<file path="config.mk">
export PLATFORM = sky130hd
export DESIGN_NAME = txpa_top
export DESIGN_NICKNAME = d
export VERILOG_FILES = /design/src/txpa_pkg.sv /design/src/txpa_sync.sv /design/src/txpa_buf.sv /design/src/txpa_top.sv
export VERILOG_INCLUDE_DIRS = /design/src /design/src/src
export SDC_FILE = /design/constraint.sdc
export NUM_CORES = 1
export LEC_CHECK = 0
export BUFFER_PORTS_ARGS = -buffer_cell sky130_fd_sc_hd__buf_4
export CAP_MARGIN = 20
export CORE_ASPECT_RATIO = 2
export CORE_MARGIN = 2
export CORE_UTILIZATION = 54
export DETAILED_ROUTE_END_ITERATION = 7
export GPL_TIMING_DRIVEN = 0
export PLACE_DENSITY = 0.82
export SETUP_SLACK_MARGIN = 0.1
export SLEW_MARGIN = 20
export SYNTH_ARGS = -nofsm -noshare
export SYNTH_HDL_FRONTEND = slang
export SYNTH_HIERARCHICAL = 1
export SYNTH_SLANG_ARGS = --single-unit
</file>
<file path="constraint.sdc">
create_clock -name ref_clk -period 3.3 [get_ports ref_clk]
set_input_delay 0.66 -clock ref_clk [delete_from_list [all_inputs] [get_ports ref_clk]]
set_output_delay 0.66 -clock ref_clk [all_outputs]
set_load 0.02 [all_outputs]
</file>
<file path="src/txpa_cfg.svh">
`ifndef TXPA_CFG_SVH
`define TXPA_CFG_SVH

// ****************************************************************
// register offsets (byte addresses)
// ****************************************************************
`define TXPA_OFS_CTRL    4'h0
`define TXPA_OFS_STATUS  4'h4
`define TXPA_OFS_MASK    4'h8
`define TXPA_OFS_LEVEL   4'hC

// ****************************************************************
// control fields and reset value
// ****************************************************************
`define TXPA_CTRL_CKSEL  0
`define TXPA_CTRL_HALF   2
`define TXPA_CTRL_MODE   3
`define TXPA_CTRL_RST    5'h00
`define TXPA_MODE_LL     2'h0

// ****************************************************************
// status / mask bits and reset value
// ****************************************************************
`define TXPA_STS_OVF     0
`define TXPA_STS_UNF     2
`define TXPA_STS_ALIGN   4
`define TXPA_STS_W       5
`define TXPA_STS_RST     5'h00

// ****************************************************************
// level register fields
// ****************************************************************
`define TXPA_LVL_ERR     0
`define TXPA_LVL_ALIGN   2
`define TXPA_LVL_CNT_A   8
`define TXPA_LVL_CNT_B   16

// ****************************************************************
// timing and sizes
// ****************************************************************
`define TXPA_PRST_EDGES  2
`define TXPA_BUF_DEPTH   4

`endif

</file>
<file path="src/txpa_pkg.sv">
package txpa_pkg;

  typedef enum logic [1:0] {
    TXPA_CKSEL_LOW,
    TXPA_CKSEL_MID,
    TXPA_CKSEL_HIGH
  } txpa_cksel_t;

  typedef enum logic [1:0] {
    TXPA_PR_RUN,
    TXPA_PR_ARM,
    TXPA_PR_ALIGN
  } txpa_prst_t;

endpackage

</file>
<file path="src/txpa_sync.sv">
`timescale 1ns/1ps
// ****************************************************************
// three-stage sampler, change accepted when stages two and three agree
// ****************************************************************
module txpa_sync #(
  parameter int W = 1
) (
  input  wire logic         ref_clk,
  input  wire logic         arst_n,
  input  wire logic         clk_en,
  input  wire logic [W-1:0] d,
  output logic      [W-1:0] q
);
  logic [W-1:0] s1_ff;
  logic [W-1:0] s2_ff;
  logic [W-1:0] s3_ff;
  logic [W-1:0] q_ff;

  always_ff @(posedge ref_clk or negedge arst_n) begin
    if (!arst_n) begin
      s1_ff <= '0;
      s2_ff <= '0;
      s3_ff <= '0;
    end else if (clk_en) begin
      s1_ff <= d;
      s2_ff <= s1_ff;
      s3_ff <= s2_ff;
    end
  end

  // per bit: only a settled value is passed on
  always_ff @(posedge ref_clk or negedge arst_n) begin
    if (!arst_n) begin
      q_ff <= '0;
    end else if (clk_en) begin
      q_ff <= (s2_ff & ~(s2_ff ^ s3_ff)) | (q_ff & (s2_ff ^ s3_ff));
    end
  end

  assign q = q_ff;
endmodule

</file>
<file path="src/txpa_buf.sv">
`timescale 1ns/1ps
// ****************************************************************
// phase-align buffer storage, registered read data
// ****************************************************************
module txpa_buf #(
  parameter int W     = 8,
  parameter int DEPTH = 4,
  parameter int AW    = $clog2(DEPTH)
) (
  input  wire logic          ref_clk,
  input  wire logic          arst_n,
  input  wire logic          clk_en,
  input  wire logic          wr_en,
  input  wire logic [AW-1:0] wr_addr,
  input  wire logic [W-1:0]  wr_data,
  input  wire logic          rd_en,
  input  wire logic [AW-1:0] rd_addr,
  output logic      [W-1:0]  rd_data
);
  logic [W-1:0] mem [DEPTH];
  logic [W-1:0] rd_data_ff;

  always_ff @(posedge ref_clk) begin
    if (clk_en && wr_en) begin
      mem[wr_addr] <= wr_data;
    end
  end

  always_ff @(posedge ref_clk or negedge arst_n) begin
    if (!arst_n) begin
      rd_data_ff <= '0;
    end else if (clk_en && rd_en) begin
      rd_data_ff <= mem[rd_addr];
    end
  end

  assign rd_data = rd_data_ff;
endmodule

</file>
<file path="src/txpa_top.sv">
`timescale 1ns/1ps
`include "txpa_cfg.svh"
// Overview of operation
// RULE_01 - capture each channel's character on selected clock, forward onward
// RULE_02 - mode not LL: character goes to the encoder as data or command
// RULE_03 - mode LL: character is low bits of an unencoded 10-bit word
// RULE_04 - phase reset low: buffers re-centre their transfer timing
// RULE_05 - phase reset high: buffer phase stays fixed, normal operation
// RULE_06 - at half rate the phase reset only clears buffer faults; code also realigns the buffers then
// RULE_07 - characters may be dropped or repeated while realigning
// RULE_08 - host holds phase reset low for two reference rising edges
// RULE_09 - clock select low, full rate: buffer bypassed, reset ignored
// RULE_10 - host applies phase reset at start, after clocks and lock
// RULE_11 - half rate: inputs sampled, outputs updated on both edges
// RULE_12 - buffer over/underflow raises error until word sync or reset
// RULE_13 - clock select low/mid/high picks reference, own, channel A clock
// RULE_14 - host never selects half rate with clock select mid or high
// RULE_15 - two channels, own buffers, one shared phase reset
module txpa_top #(
  parameter int DEPTH = `TXPA_BUF_DEPTH,
  parameter int AW    = $clog2(DEPTH)
) (
  input  wire logic        ref_clk,
  input  wire logic        arst_n,
  input  wire logic        clk_en,
  input  wire logic [3:0]  avs_address,
  input  wire logic        avs_read,
  input  wire logic        avs_write,
  input  wire logic [31:0] avs_writedata,
  output logic      [31:0] avs_readdata,
  output logic             avs_waitrequest,
  output logic             irq,
  input  wire logic        reference_clock,
  input  wire logic        tx_input_clock_a,
  input  wire logic        tx_input_clock_b,
  input  wire logic        tx_phase_reset_n,
  input  wire logic [7:0]  tx_char_in_a,
  input  wire logic [7:0]  tx_char_in_b,
  input  wire logic        tx_word_sync_sent,
  output logic      [7:0]  enc_char_a,
  output logic      [7:0]  enc_char_b,
  output logic             enc_valid_a,
  output logic             enc_valid_b,
  output logic      [9:0]  raw_char_a,
  output logic      [9:0]  raw_char_b,
  output logic             raw_valid_a,
  output logic             raw_valid_b,
  output logic             tx_error_flag_a,
  output logic             tx_error_flag_b
);
  // ****************************************************************
  // helpers
  // ****************************************************************
  function automatic logic f_rise(input logic cur, input logic prev);
    return cur & ~prev;
  endfunction

  function automatic logic f_fall(input logic cur, input logic prev);
    return ~cur & prev;
  endfunction

  // ****************************************************************
  // declarations
  // ****************************************************************
  logic [4:0]                 ctrl_ff;
  logic [`TXPA_STS_W-1:0]     sts_ff;
  logic [`TXPA_STS_W-1:0]     mask_ff;
  logic [`TXPA_STS_W-1:0]     sts_set;
  logic                       ack_ff;
  logic [31:0]                rdata_ff;
  logic [31:0]                nxt_rdata;
  logic                       acc;
  logic                       wr_go;
  txpa_pkg::txpa_cksel_t      cksel;
  txpa_pkg::txpa_prst_t       pr_ff;
  txpa_pkg::txpa_prst_t       nxt_pr;
  logic                       half;
  logic                       bypass;
  logic [1:0]                 mode;
  logic [3:0]                 clk_f;
  logic [3:0]                 clk_prev_ff;
  logic [15:0]                dat_f;
  logic                       ref_rise;
  logic                       ref_fall;
  logic                       rd_tick;
  logic                       prst_low;
  logic                       aligning;
  logic                       align_done;
  logic [1:0]                 txclk_rise;
  logic [1:0]                 wr_stb;
  logic [1:0][7:0]            cap_data;
  logic [1:0][7:0]            buf_q;
  logic [1:0][AW-1:0]         wr_ptr_ff;
  logic [1:0][AW-1:0]         rd_ptr_ff;
  logic [1:0][AW:0]           cnt_ff;
  logic [1:0]                 primed_ff;
  logic [1:0]                 full;
  logic [1:0]                 empty;
  logic [1:0]                 do_wr;
  logic [1:0]                 do_rd;
  logic [1:0]                 ovf;
  logic [1:0]                 unf;
  logic [1:0]                 rd_pend_ff;
  logic [1:0][7:0]            out_char_ff;
  logic [1:0]                 out_vld_ff;
  logic [1:0]                 err_ff;

  // ****************************************************************
  // pin sampling
  // ****************************************************************
  txpa_sync #(.W(4)) u_clk_sync (
    .ref_clk (ref_clk),
    .arst_n  (arst_n),
    .clk_en  (clk_en),
    .d       ({tx_phase_reset_n, tx_input_clock_b,
               tx_input_clock_a, reference_clock}),
    .q       (clk_f)
  );

  txpa_sync #(.W(16)) u_dat_sync (
    .ref_clk (ref_clk),
    .arst_n  (arst_n),
    .clk_en  (clk_en),
    .d       ({tx_char_in_b, tx_char_in_a}),
    .q       (dat_f)
  );

  always_ff @(posedge ref_clk or negedge arst_n) begin
    if (!arst_n) begin
      clk_prev_ff <= 4'h0;
    end else if (clk_en) begin
      clk_prev_ff <= clk_f;
    end
  end

  // ****************************************************************
  // clock selection and capture strobes
  // ****************************************************************
  assign cksel  = txpa_pkg::txpa_cksel_t'(ctrl_ff[`TXPA_CTRL_CKSEL +: 2]);
  assign half   = ctrl_ff[`TXPA_CTRL_HALF];
  assign mode   = ctrl_ff[`TXPA_CTRL_MODE +: 2];
  assign bypass = (cksel == txpa_pkg::TXPA_CKSEL_LOW) && !half; // RULE_09
  assign ref_rise      = f_rise(clk_f[0], clk_prev_ff[0]);
  assign ref_fall      = f_fall(clk_f[0], clk_prev_ff[0]);
  assign txclk_rise[0] = f_rise(clk_f[1], clk_prev_ff[1]);
  assign txclk_rise[1] = f_rise(clk_f[2], clk_prev_ff[2]);
  assign rd_tick  = ref_rise | (half & ref_fall); // RULE_11
  assign cap_data = dat_f;

  always_comb begin
    unique case (cksel) // RULE_13
      txpa_pkg::TXPA_CKSEL_LOW:  wr_stb = {2{rd_tick}}; // RULE_11
      txpa_pkg::TXPA_CKSEL_MID:  wr_stb = txclk_rise;
      txpa_pkg::TXPA_CKSEL_HIGH: wr_stb = {2{txclk_rise[0]}};
      default:                   wr_stb = 2'h0;
    endcase
  end

  // ****************************************************************
  // shared phase reset sequencing
  // ****************************************************************
  assign prst_low   = ref_rise && !clk_f[3] && !bypass; // RULE_09
  assign aligning   = (pr_ff == txpa_pkg::TXPA_PR_ALIGN); // RULE_15
  assign align_done = aligning && ref_rise && clk_f[3];

  always_comb begin
    nxt_pr = pr_ff;
    if (bypass) begin
      nxt_pr = txpa_pkg::TXPA_PR_RUN; // RULE_09
    end else if (ref_rise) begin
      unique case (pr_ff)
        txpa_pkg::TXPA_PR_RUN:
          nxt_pr = clk_f[3] ? pr_ff : txpa_pkg::TXPA_PR_ARM;
        txpa_pkg::TXPA_PR_ARM: // RULE_08
          nxt_pr = clk_f[3] ? txpa_pkg::TXPA_PR_RUN
                            : txpa_pkg::TXPA_PR_ALIGN;
        txpa_pkg::TXPA_PR_ALIGN: // RULE_05
          nxt_pr = clk_f[3] ? txpa_pkg::TXPA_PR_RUN : pr_ff;
        default:
          nxt_pr = txpa_pkg::TXPA_PR_RUN;
      endcase
    end
  end

  always_ff @(posedge ref_clk or negedge arst_n) begin
    if (!arst_n) begin
      pr_ff <= txpa_pkg::TXPA_PR_RUN;
    end else if (clk_en) begin
      pr_ff <= nxt_pr;
    end
  end

  // ****************************************************************
  // phase-align buffers, one per channel
  // ****************************************************************
  for (genvar c = 0; c < 2; c++) begin : g_ch
    assign full[c]  = (cnt_ff[c] == (AW+1)'(DEPTH));
    assign empty[c] = (cnt_ff[c] == '0);
    assign do_rd[c] = !bypass && !aligning && rd_tick && primed_ff[c]
                      && !empty[c];
    assign do_wr[c] = !bypass && !aligning && wr_stb[c]
                      && (!full[c] || do_rd[c]); // RULE_07
    assign ovf[c]   = !bypass && !aligning && wr_stb[c] && full[c]
                      && !do_rd[c];
    assign unf[c]   = !bypass && !aligning && rd_tick && primed_ff[c]
                      && empty[c];

    txpa_buf #(.W(8), .DEPTH(DEPTH), .AW(AW)) u_buf (
      .ref_clk (ref_clk),
      .arst_n  (arst_n),
      .clk_en  (clk_en),
      .wr_en   (do_wr[c]),
      .wr_addr (wr_ptr_ff[c]),
      .wr_data (cap_data[c]), // RULE_01
      .rd_en   (do_rd[c]),
      .rd_addr (rd_ptr_ff[c]),
      .rd_data (buf_q[c])
    );
  end

  // pointers restart and refill to centre after each realignment
  always_ff @(posedge ref_clk or negedge arst_n) begin
    if (!arst_n) begin
      wr_ptr_ff <= '0;
      rd_ptr_ff <= '0;
      cnt_ff    <= '0;
      primed_ff <= 2'h0;
    end else if (clk_en) begin
      for (int c = 0; c < 2; c++) begin
        if (aligning || bypass) begin // RULE_04
          wr_ptr_ff[c] <= '0;
          rd_ptr_ff[c] <= '0;
          cnt_ff[c]    <= '0;
          primed_ff[c] <= 1'b0;
        end else begin
          if (do_wr[c]) begin
            wr_ptr_ff[c] <= wr_ptr_ff[c] + AW'(1);
          end
          if (do_rd[c]) begin
            rd_ptr_ff[c] <= rd_ptr_ff[c] + AW'(1);
          end
          cnt_ff[c] <= cnt_ff[c] + (AW+1)'(do_wr[c])
                       - (AW+1)'(do_rd[c]);
          if (cnt_ff[c] >= (AW+1)'(DEPTH / 2)) begin
            primed_ff[c] <= 1'b1; // RULE_05
          end
        end
      end
    end
  end

  // ****************************************************************
  // character outputs
  // ****************************************************************
  always_ff @(posedge ref_clk or negedge arst_n) begin
    if (!arst_n) begin
      rd_pend_ff  <= 2'h0;
      out_char_ff <= '0;
      out_vld_ff  <= 2'h0;
    end else if (clk_en) begin
      rd_pend_ff <= do_rd;
      for (int c = 0; c < 2; c++) begin
        if (bypass && wr_stb[c]) begin
          out_char_ff[c] <= cap_data[c]; // RULE_01
          out_vld_ff[c]  <= 1'b1;
        end else if (rd_pend_ff[c]) begin
          out_char_ff[c] <= buf_q[c];
          out_vld_ff[c]  <= 1'b1;
        end else begin
          out_vld_ff[c]  <= 1'b0;
        end
      end
    end
  end

  assign enc_char_a  = out_char_ff[0];
  assign enc_char_b  = out_char_ff[1];
  assign enc_valid_a = out_vld_ff[0] && (mode != `TXPA_MODE_LL); // RULE_02
  assign enc_valid_b = out_vld_ff[1] && (mode != `TXPA_MODE_LL); // RULE_02
  assign raw_char_a  = {2'h0, out_char_ff[0]}; // RULE_03
  assign raw_char_b  = {2'h0, out_char_ff[1]}; // RULE_03
  assign raw_valid_a = out_vld_ff[0] && (mode == `TXPA_MODE_LL);
  assign raw_valid_b = out_vld_ff[1] && (mode == `TXPA_MODE_LL);

  // ****************************************************************
  // error flags
  // ****************************************************************
  // faults are cleared by word sync sent, or by phase reset low unless the buffer is bypassed
  always_ff @(posedge ref_clk or negedge arst_n) begin
    if (!arst_n) begin
      err_ff <= 2'h0;
    end else if (clk_en) begin
      for (int c = 0; c < 2; c++) begin
        if (ovf[c] || unf[c]) begin
          err_ff[c] <= 1'b1; // RULE_12
        end else if (tx_word_sync_sent || prst_low) begin
          err_ff[c] <= 1'b0; // RULE_06
        end
      end
    end
  end

  assign tx_error_flag_a = err_ff[0];
  assign tx_error_flag_b = err_ff[1];

  // ****************************************************************
  // register slave
  // ****************************************************************
  assign acc             = avs_read | avs_write;
  assign avs_waitrequest = acc & ~ack_ff;
  assign wr_go           = avs_write & ack_ff;
  assign sts_set = {align_done, unf, ovf};

  always_comb begin
    unique case (avs_address)
      `TXPA_OFS_CTRL:   nxt_rdata = 32'(ctrl_ff);
      `TXPA_OFS_STATUS: nxt_rdata = 32'(sts_ff);
      `TXPA_OFS_MASK:   nxt_rdata = 32'(mask_ff);
      `TXPA_OFS_LEVEL:  nxt_rdata = (32'(err_ff) << `TXPA_LVL_ERR)
                        | (32'(aligning) << `TXPA_LVL_ALIGN)
                        | (32'(cnt_ff[0]) << `TXPA_LVL_CNT_A)
                        | (32'(cnt_ff[1]) << `TXPA_LVL_CNT_B);
      default:          nxt_rdata = 32'h0000_0000;
    endcase
  end

  always_ff @(posedge ref_clk or negedge arst_n) begin
    if (!arst_n) begin
      ack_ff   <= 1'b0;
      rdata_ff <= 32'h0000_0000;
    end else if (clk_en) begin
      ack_ff <= acc & ~ack_ff;
      if (avs_read && !ack_ff) begin
        rdata_ff <= nxt_rdata;
      end
    end
  end

  assign avs_readdata = rdata_ff;

  always_ff @(posedge ref_clk or negedge arst_n) begin
    if (!arst_n) begin
      ctrl_ff <= `TXPA_CTRL_RST;
      mask_ff <= `TXPA_STS_RST;
    end else if (clk_en && wr_go) begin
      if (avs_address == `TXPA_OFS_CTRL) begin
        ctrl_ff <= avs_writedata[4:0];
      end
      if (avs_address == `TXPA_OFS_MASK) begin
        mask_ff <= avs_writedata[`TXPA_STS_W-1:0];
      end
    end
  end

  // write one to clear; a new event in the same cycle wins
  always_ff @(posedge ref_clk or negedge arst_n) begin
    if (!arst_n) begin
      sts_ff <= `TXPA_STS_RST;
    end else if (clk_en) begin
      if (wr_go && avs_address == `TXPA_OFS_STATUS) begin
        sts_ff <= (sts_ff & ~avs_writedata[`TXPA_STS_W-1:0]) | sts_set;
      end else begin
        sts_ff <= sts_ff | sts_set;
      end
    end
  end

  assign irq = |(sts_ff & mask_ff);
endmodule

</file>
==> impl_metrics.tcl <==
set metrics [dict create \
    outcome "finished, final reports clean" \
    register_area_um2 6080 \
    synth_area_leader_cell "dfrtp_1" \
    power-per-cell-area_nw_per_um2 679 \
    dieArea_um2 19800 \
    drive_above_1_share_pct 35.2 \
    crit_required_ns 3.65 \
    diodes 0 \
    fp.coreArea_um2 18300 \
    drc_errors 0 \
    synth_area_um2 10100 \
    cts.htree.levels 1 \
    antenna_left 0 \
    gp_congestion 0.882 \
    clk_pin_slew_ns 0.07 \
    dp_hpwl_um 14700 \
    path_max_fanout 6 \
    dp_slack_ns 0.0328 \
    worstMarginPinSlew_ns 0.999 \
    grt_pass1_wl_um 32100 \
    pin_count 138 \
    grt_overflow 0 \
    grt_max_degree 93 \
    wl_per_cell_um 18.3 \
    synthCells 720 \
    insertion_delay_ns 0.48 \
    yosysSeqAreaShare_pct 60.3 \
    setup_tns_ns 0 \
    cts_made_buffers 19 \
    syn_to_final_growth_pct 16.3 \
    clock.fmax_mhz 334 \
    setup_violations 0 \
    clockBufferDepth 3 \
    peakVddDrop_mv 0.361 \
    cts_sinks 230 \
    synth_edf_count 64 \
    cp.arrival_ns 3.34 \
    hold_buffers 0 \
    portBuffers 83 \
    vias 6200 \
    hp-class "in2async" \
    rsz0062_at_grt "false" \
    num_rows 70 \
    ys_warn_count 6 \
    endpoint_kind "register" \
    antenna_found_initial 0 \
    fin_skew_ns 0.0155 \
    avgSynthCellArea_um2 14.0 \
    min_period_over_period_pct 90.9 \
    fin_crit_ns 3.00 \
    die_h_um 197 \
    wl_um 19700 \
    track_usage_pct 20.4 \
    slew_headroom_pct 32.9 \
    fillers 1327 \
    ys.flop_type "dfrtp_1" \
    multi_input_area_um2 3540 \
    start_util_pct 55.1 \
    drtIter0Drc 216 \
    synth_cell_type_count 59 \
    synth_seq_cells 230 \
    first_pass_iters 5 \
    vias_per_cell 5.76 \
    p_leak_uw 0.00525 \
    setup.worst_path.class "reg2reg" \
    dieWidth_um 101 \
    setup_slack_ns 0.302 \
    synth_area_leaders "dfrtp_1 41%, edfxtp_1 19%, mux2_2 9.9%, mux4_2 4.2%, buf_4 3.4%" \
    drv_slew 0 \
    grt_pass1_vias 6513 \
    finalHoldViolations 0 \
    maxCapViolations 0 \
    synth_top_area_share_pct 41.2 \
    cp-start-kind "register" \
    fin_nets 919 \
    cts_root_buffer "clkbuf_16" \
    synthArstFlopShare_pct 72.2 \
    cts_tree "built" \
]
cells by family after synthesis:
logic type	after synthesis	synth area share (%)
simple gates	148	8.29
buf+inv	95	5.85
other cells	1	0.0372
xor+xnor	5	0.435
mux	110	14.4
fa+ha+maj	8	1.14
flops	230	60.3
compound gates	123	9.57
final timing paths:
path	endpoint	startpoint	cells past startpoint	slack [ns]
max reg2reg	cnt_ff[2]	pr_ff[1]	14	0.30
max	cnt_ff[2]	pr_ff[1]	14	0.30
min in group ref_clk	u_clk_sync/s1_ff[2]	tx_input_clock_b	2	0.41
max in group asynchronous	asynchronous set/reset pin	arst_n	2	2.28
min	u_clk_sync/s2_ff[2]	arst_n	1	0.14
min reg2reg	register	u_dat_sync/s3_ff[6]	1	0.49
synthesized netlist by cell type (19+ instances only):
cell and n:
and3_1 33, a21o_1 25, mux2_2 89, inv_1 19
nand2_1 27, dfrtp_1 166, a22o_1 31, nor2_1 20
edfxtp_1 64, buf_4 46, nand2b_1 22, mux4_2 19
cell type report:
type | instances | share of cell area (%)
Sequential cell | 230 | 51.8
Multi-Input combinational cell | 419 | 30.2
Timing Repair Buffer | 84 | 5.61
Buffer | 76 | 4.47
Clock buffer | 22 | 4.24
Tap cell | 216 | 2.30
Clock inverter | 11 | 0.726
Inverter | 19 | 0.608
where the power goes:
part / switching, µW / internal [µW]
combinational: 907 / 917
clock: 965 / 1160
sequential: 489 / 3520
total: 2360 / 5600
sequential cells by signal (all words and copies together), names as in the netlist, named ones only:
signal	flops
ack_ff	1
avs_readdata	11
clk_prev_ff	3
cnt_ff	6
ctrl_ff	5
enc_char_a	8
enc_char_b	8
err_ff	2
g_ch.u_buf/mem	64
g_ch.u_buf/rd_data	16
mask_ff	5
out_vld_ff	2
pr_ff	2
primed_ff	2
rd_pend_ff	2
rd_ptr_ff	4
sts_ff	5
u_clk_sync/s1_ff	4
u_clk_sync/s2_ff	4
u_clk_sync/s3_ff	4
u_dat_sync/s1_ff	16
u_dat_sync/s2_ff	16
u_dat_sync/s3_ff	16
wr_ptr_ff	4
worst max-delay path: stages, from the launching register on:
cell and delay [ns]:
dfrtp_1 0.42, nor2b_1 0.22, or2_2 0.29, buf_2 0.17, o21ai_2 0.24, and3_2 0.27, inv_1 0.05, ha_1 0.28
inv_1 0.05, ha_1 0.13, inv_1 0.05, fa_1 0.38, xor2_1 0.15, nand3_1 0.07, o21ai_0 0.08
stage by stage:
step / hold WS (ns) / power (µW) / instance area (µm²) / cells / util (%)
final: 0.143 / 7960 / 11700 / 1077 / 64.1
after global placement: 0.476 / 5740 / 11100 / 1043 / 60.4
after global routing: 0.183 / 8340 / 11700 / 1077 / 64.1
after floorplan: 0.364 / 5150 / 10200 / 744 / -
after CTS: 0.158 / 8000 / 11700 / 1077 / 63.9
after detailed placement: 0.486 / 5860 / 11100 / 1044 / 60.7
layout by cell type, fill, tap and decap left out, drive strengths merged, types with 4 or more instances in the layout:
| cell | n |
|---|---|
| nor2b | 4 |
| edfxtp | 64 |
| conb | 25 |
| and3 | 33 |
| dfrtp | 166 |
| mux4 | 19 |
| inv | 19 |
| nand3 | 9 |
| a21oi | 10 |
| ha | 6 |
| nor3b | 4 |
| mux2 | 89 |
| a21o | 25 |
| nor3 | 16 |
| buf | 144 |
| a221o | 16 |
| nand2b | 22 |
| a22o | 31 |
| clkbuf | 38 |
| o21ai | 17 |
| nand2 | 27 |
| nand4 | 4 |
| clkinv | 7 |
| nor2 | 20 |
repair_timing:
action / in CTS / in global routing
gates resized for setup: 2 / 9
endpoints found under the hold margin: 0 / 0
endpoints found under the setup margin: 20 / 4
setup buffers: 0 / 0
layer usage:
layer  track usage (%)  share of wire, %
met5                 0                 0
met4              11.6               4.4
met3              2.05               3.9
met2              38.9                58
met1              20.9                34
No activity file was read; power rests on OpenSTA's default activity.
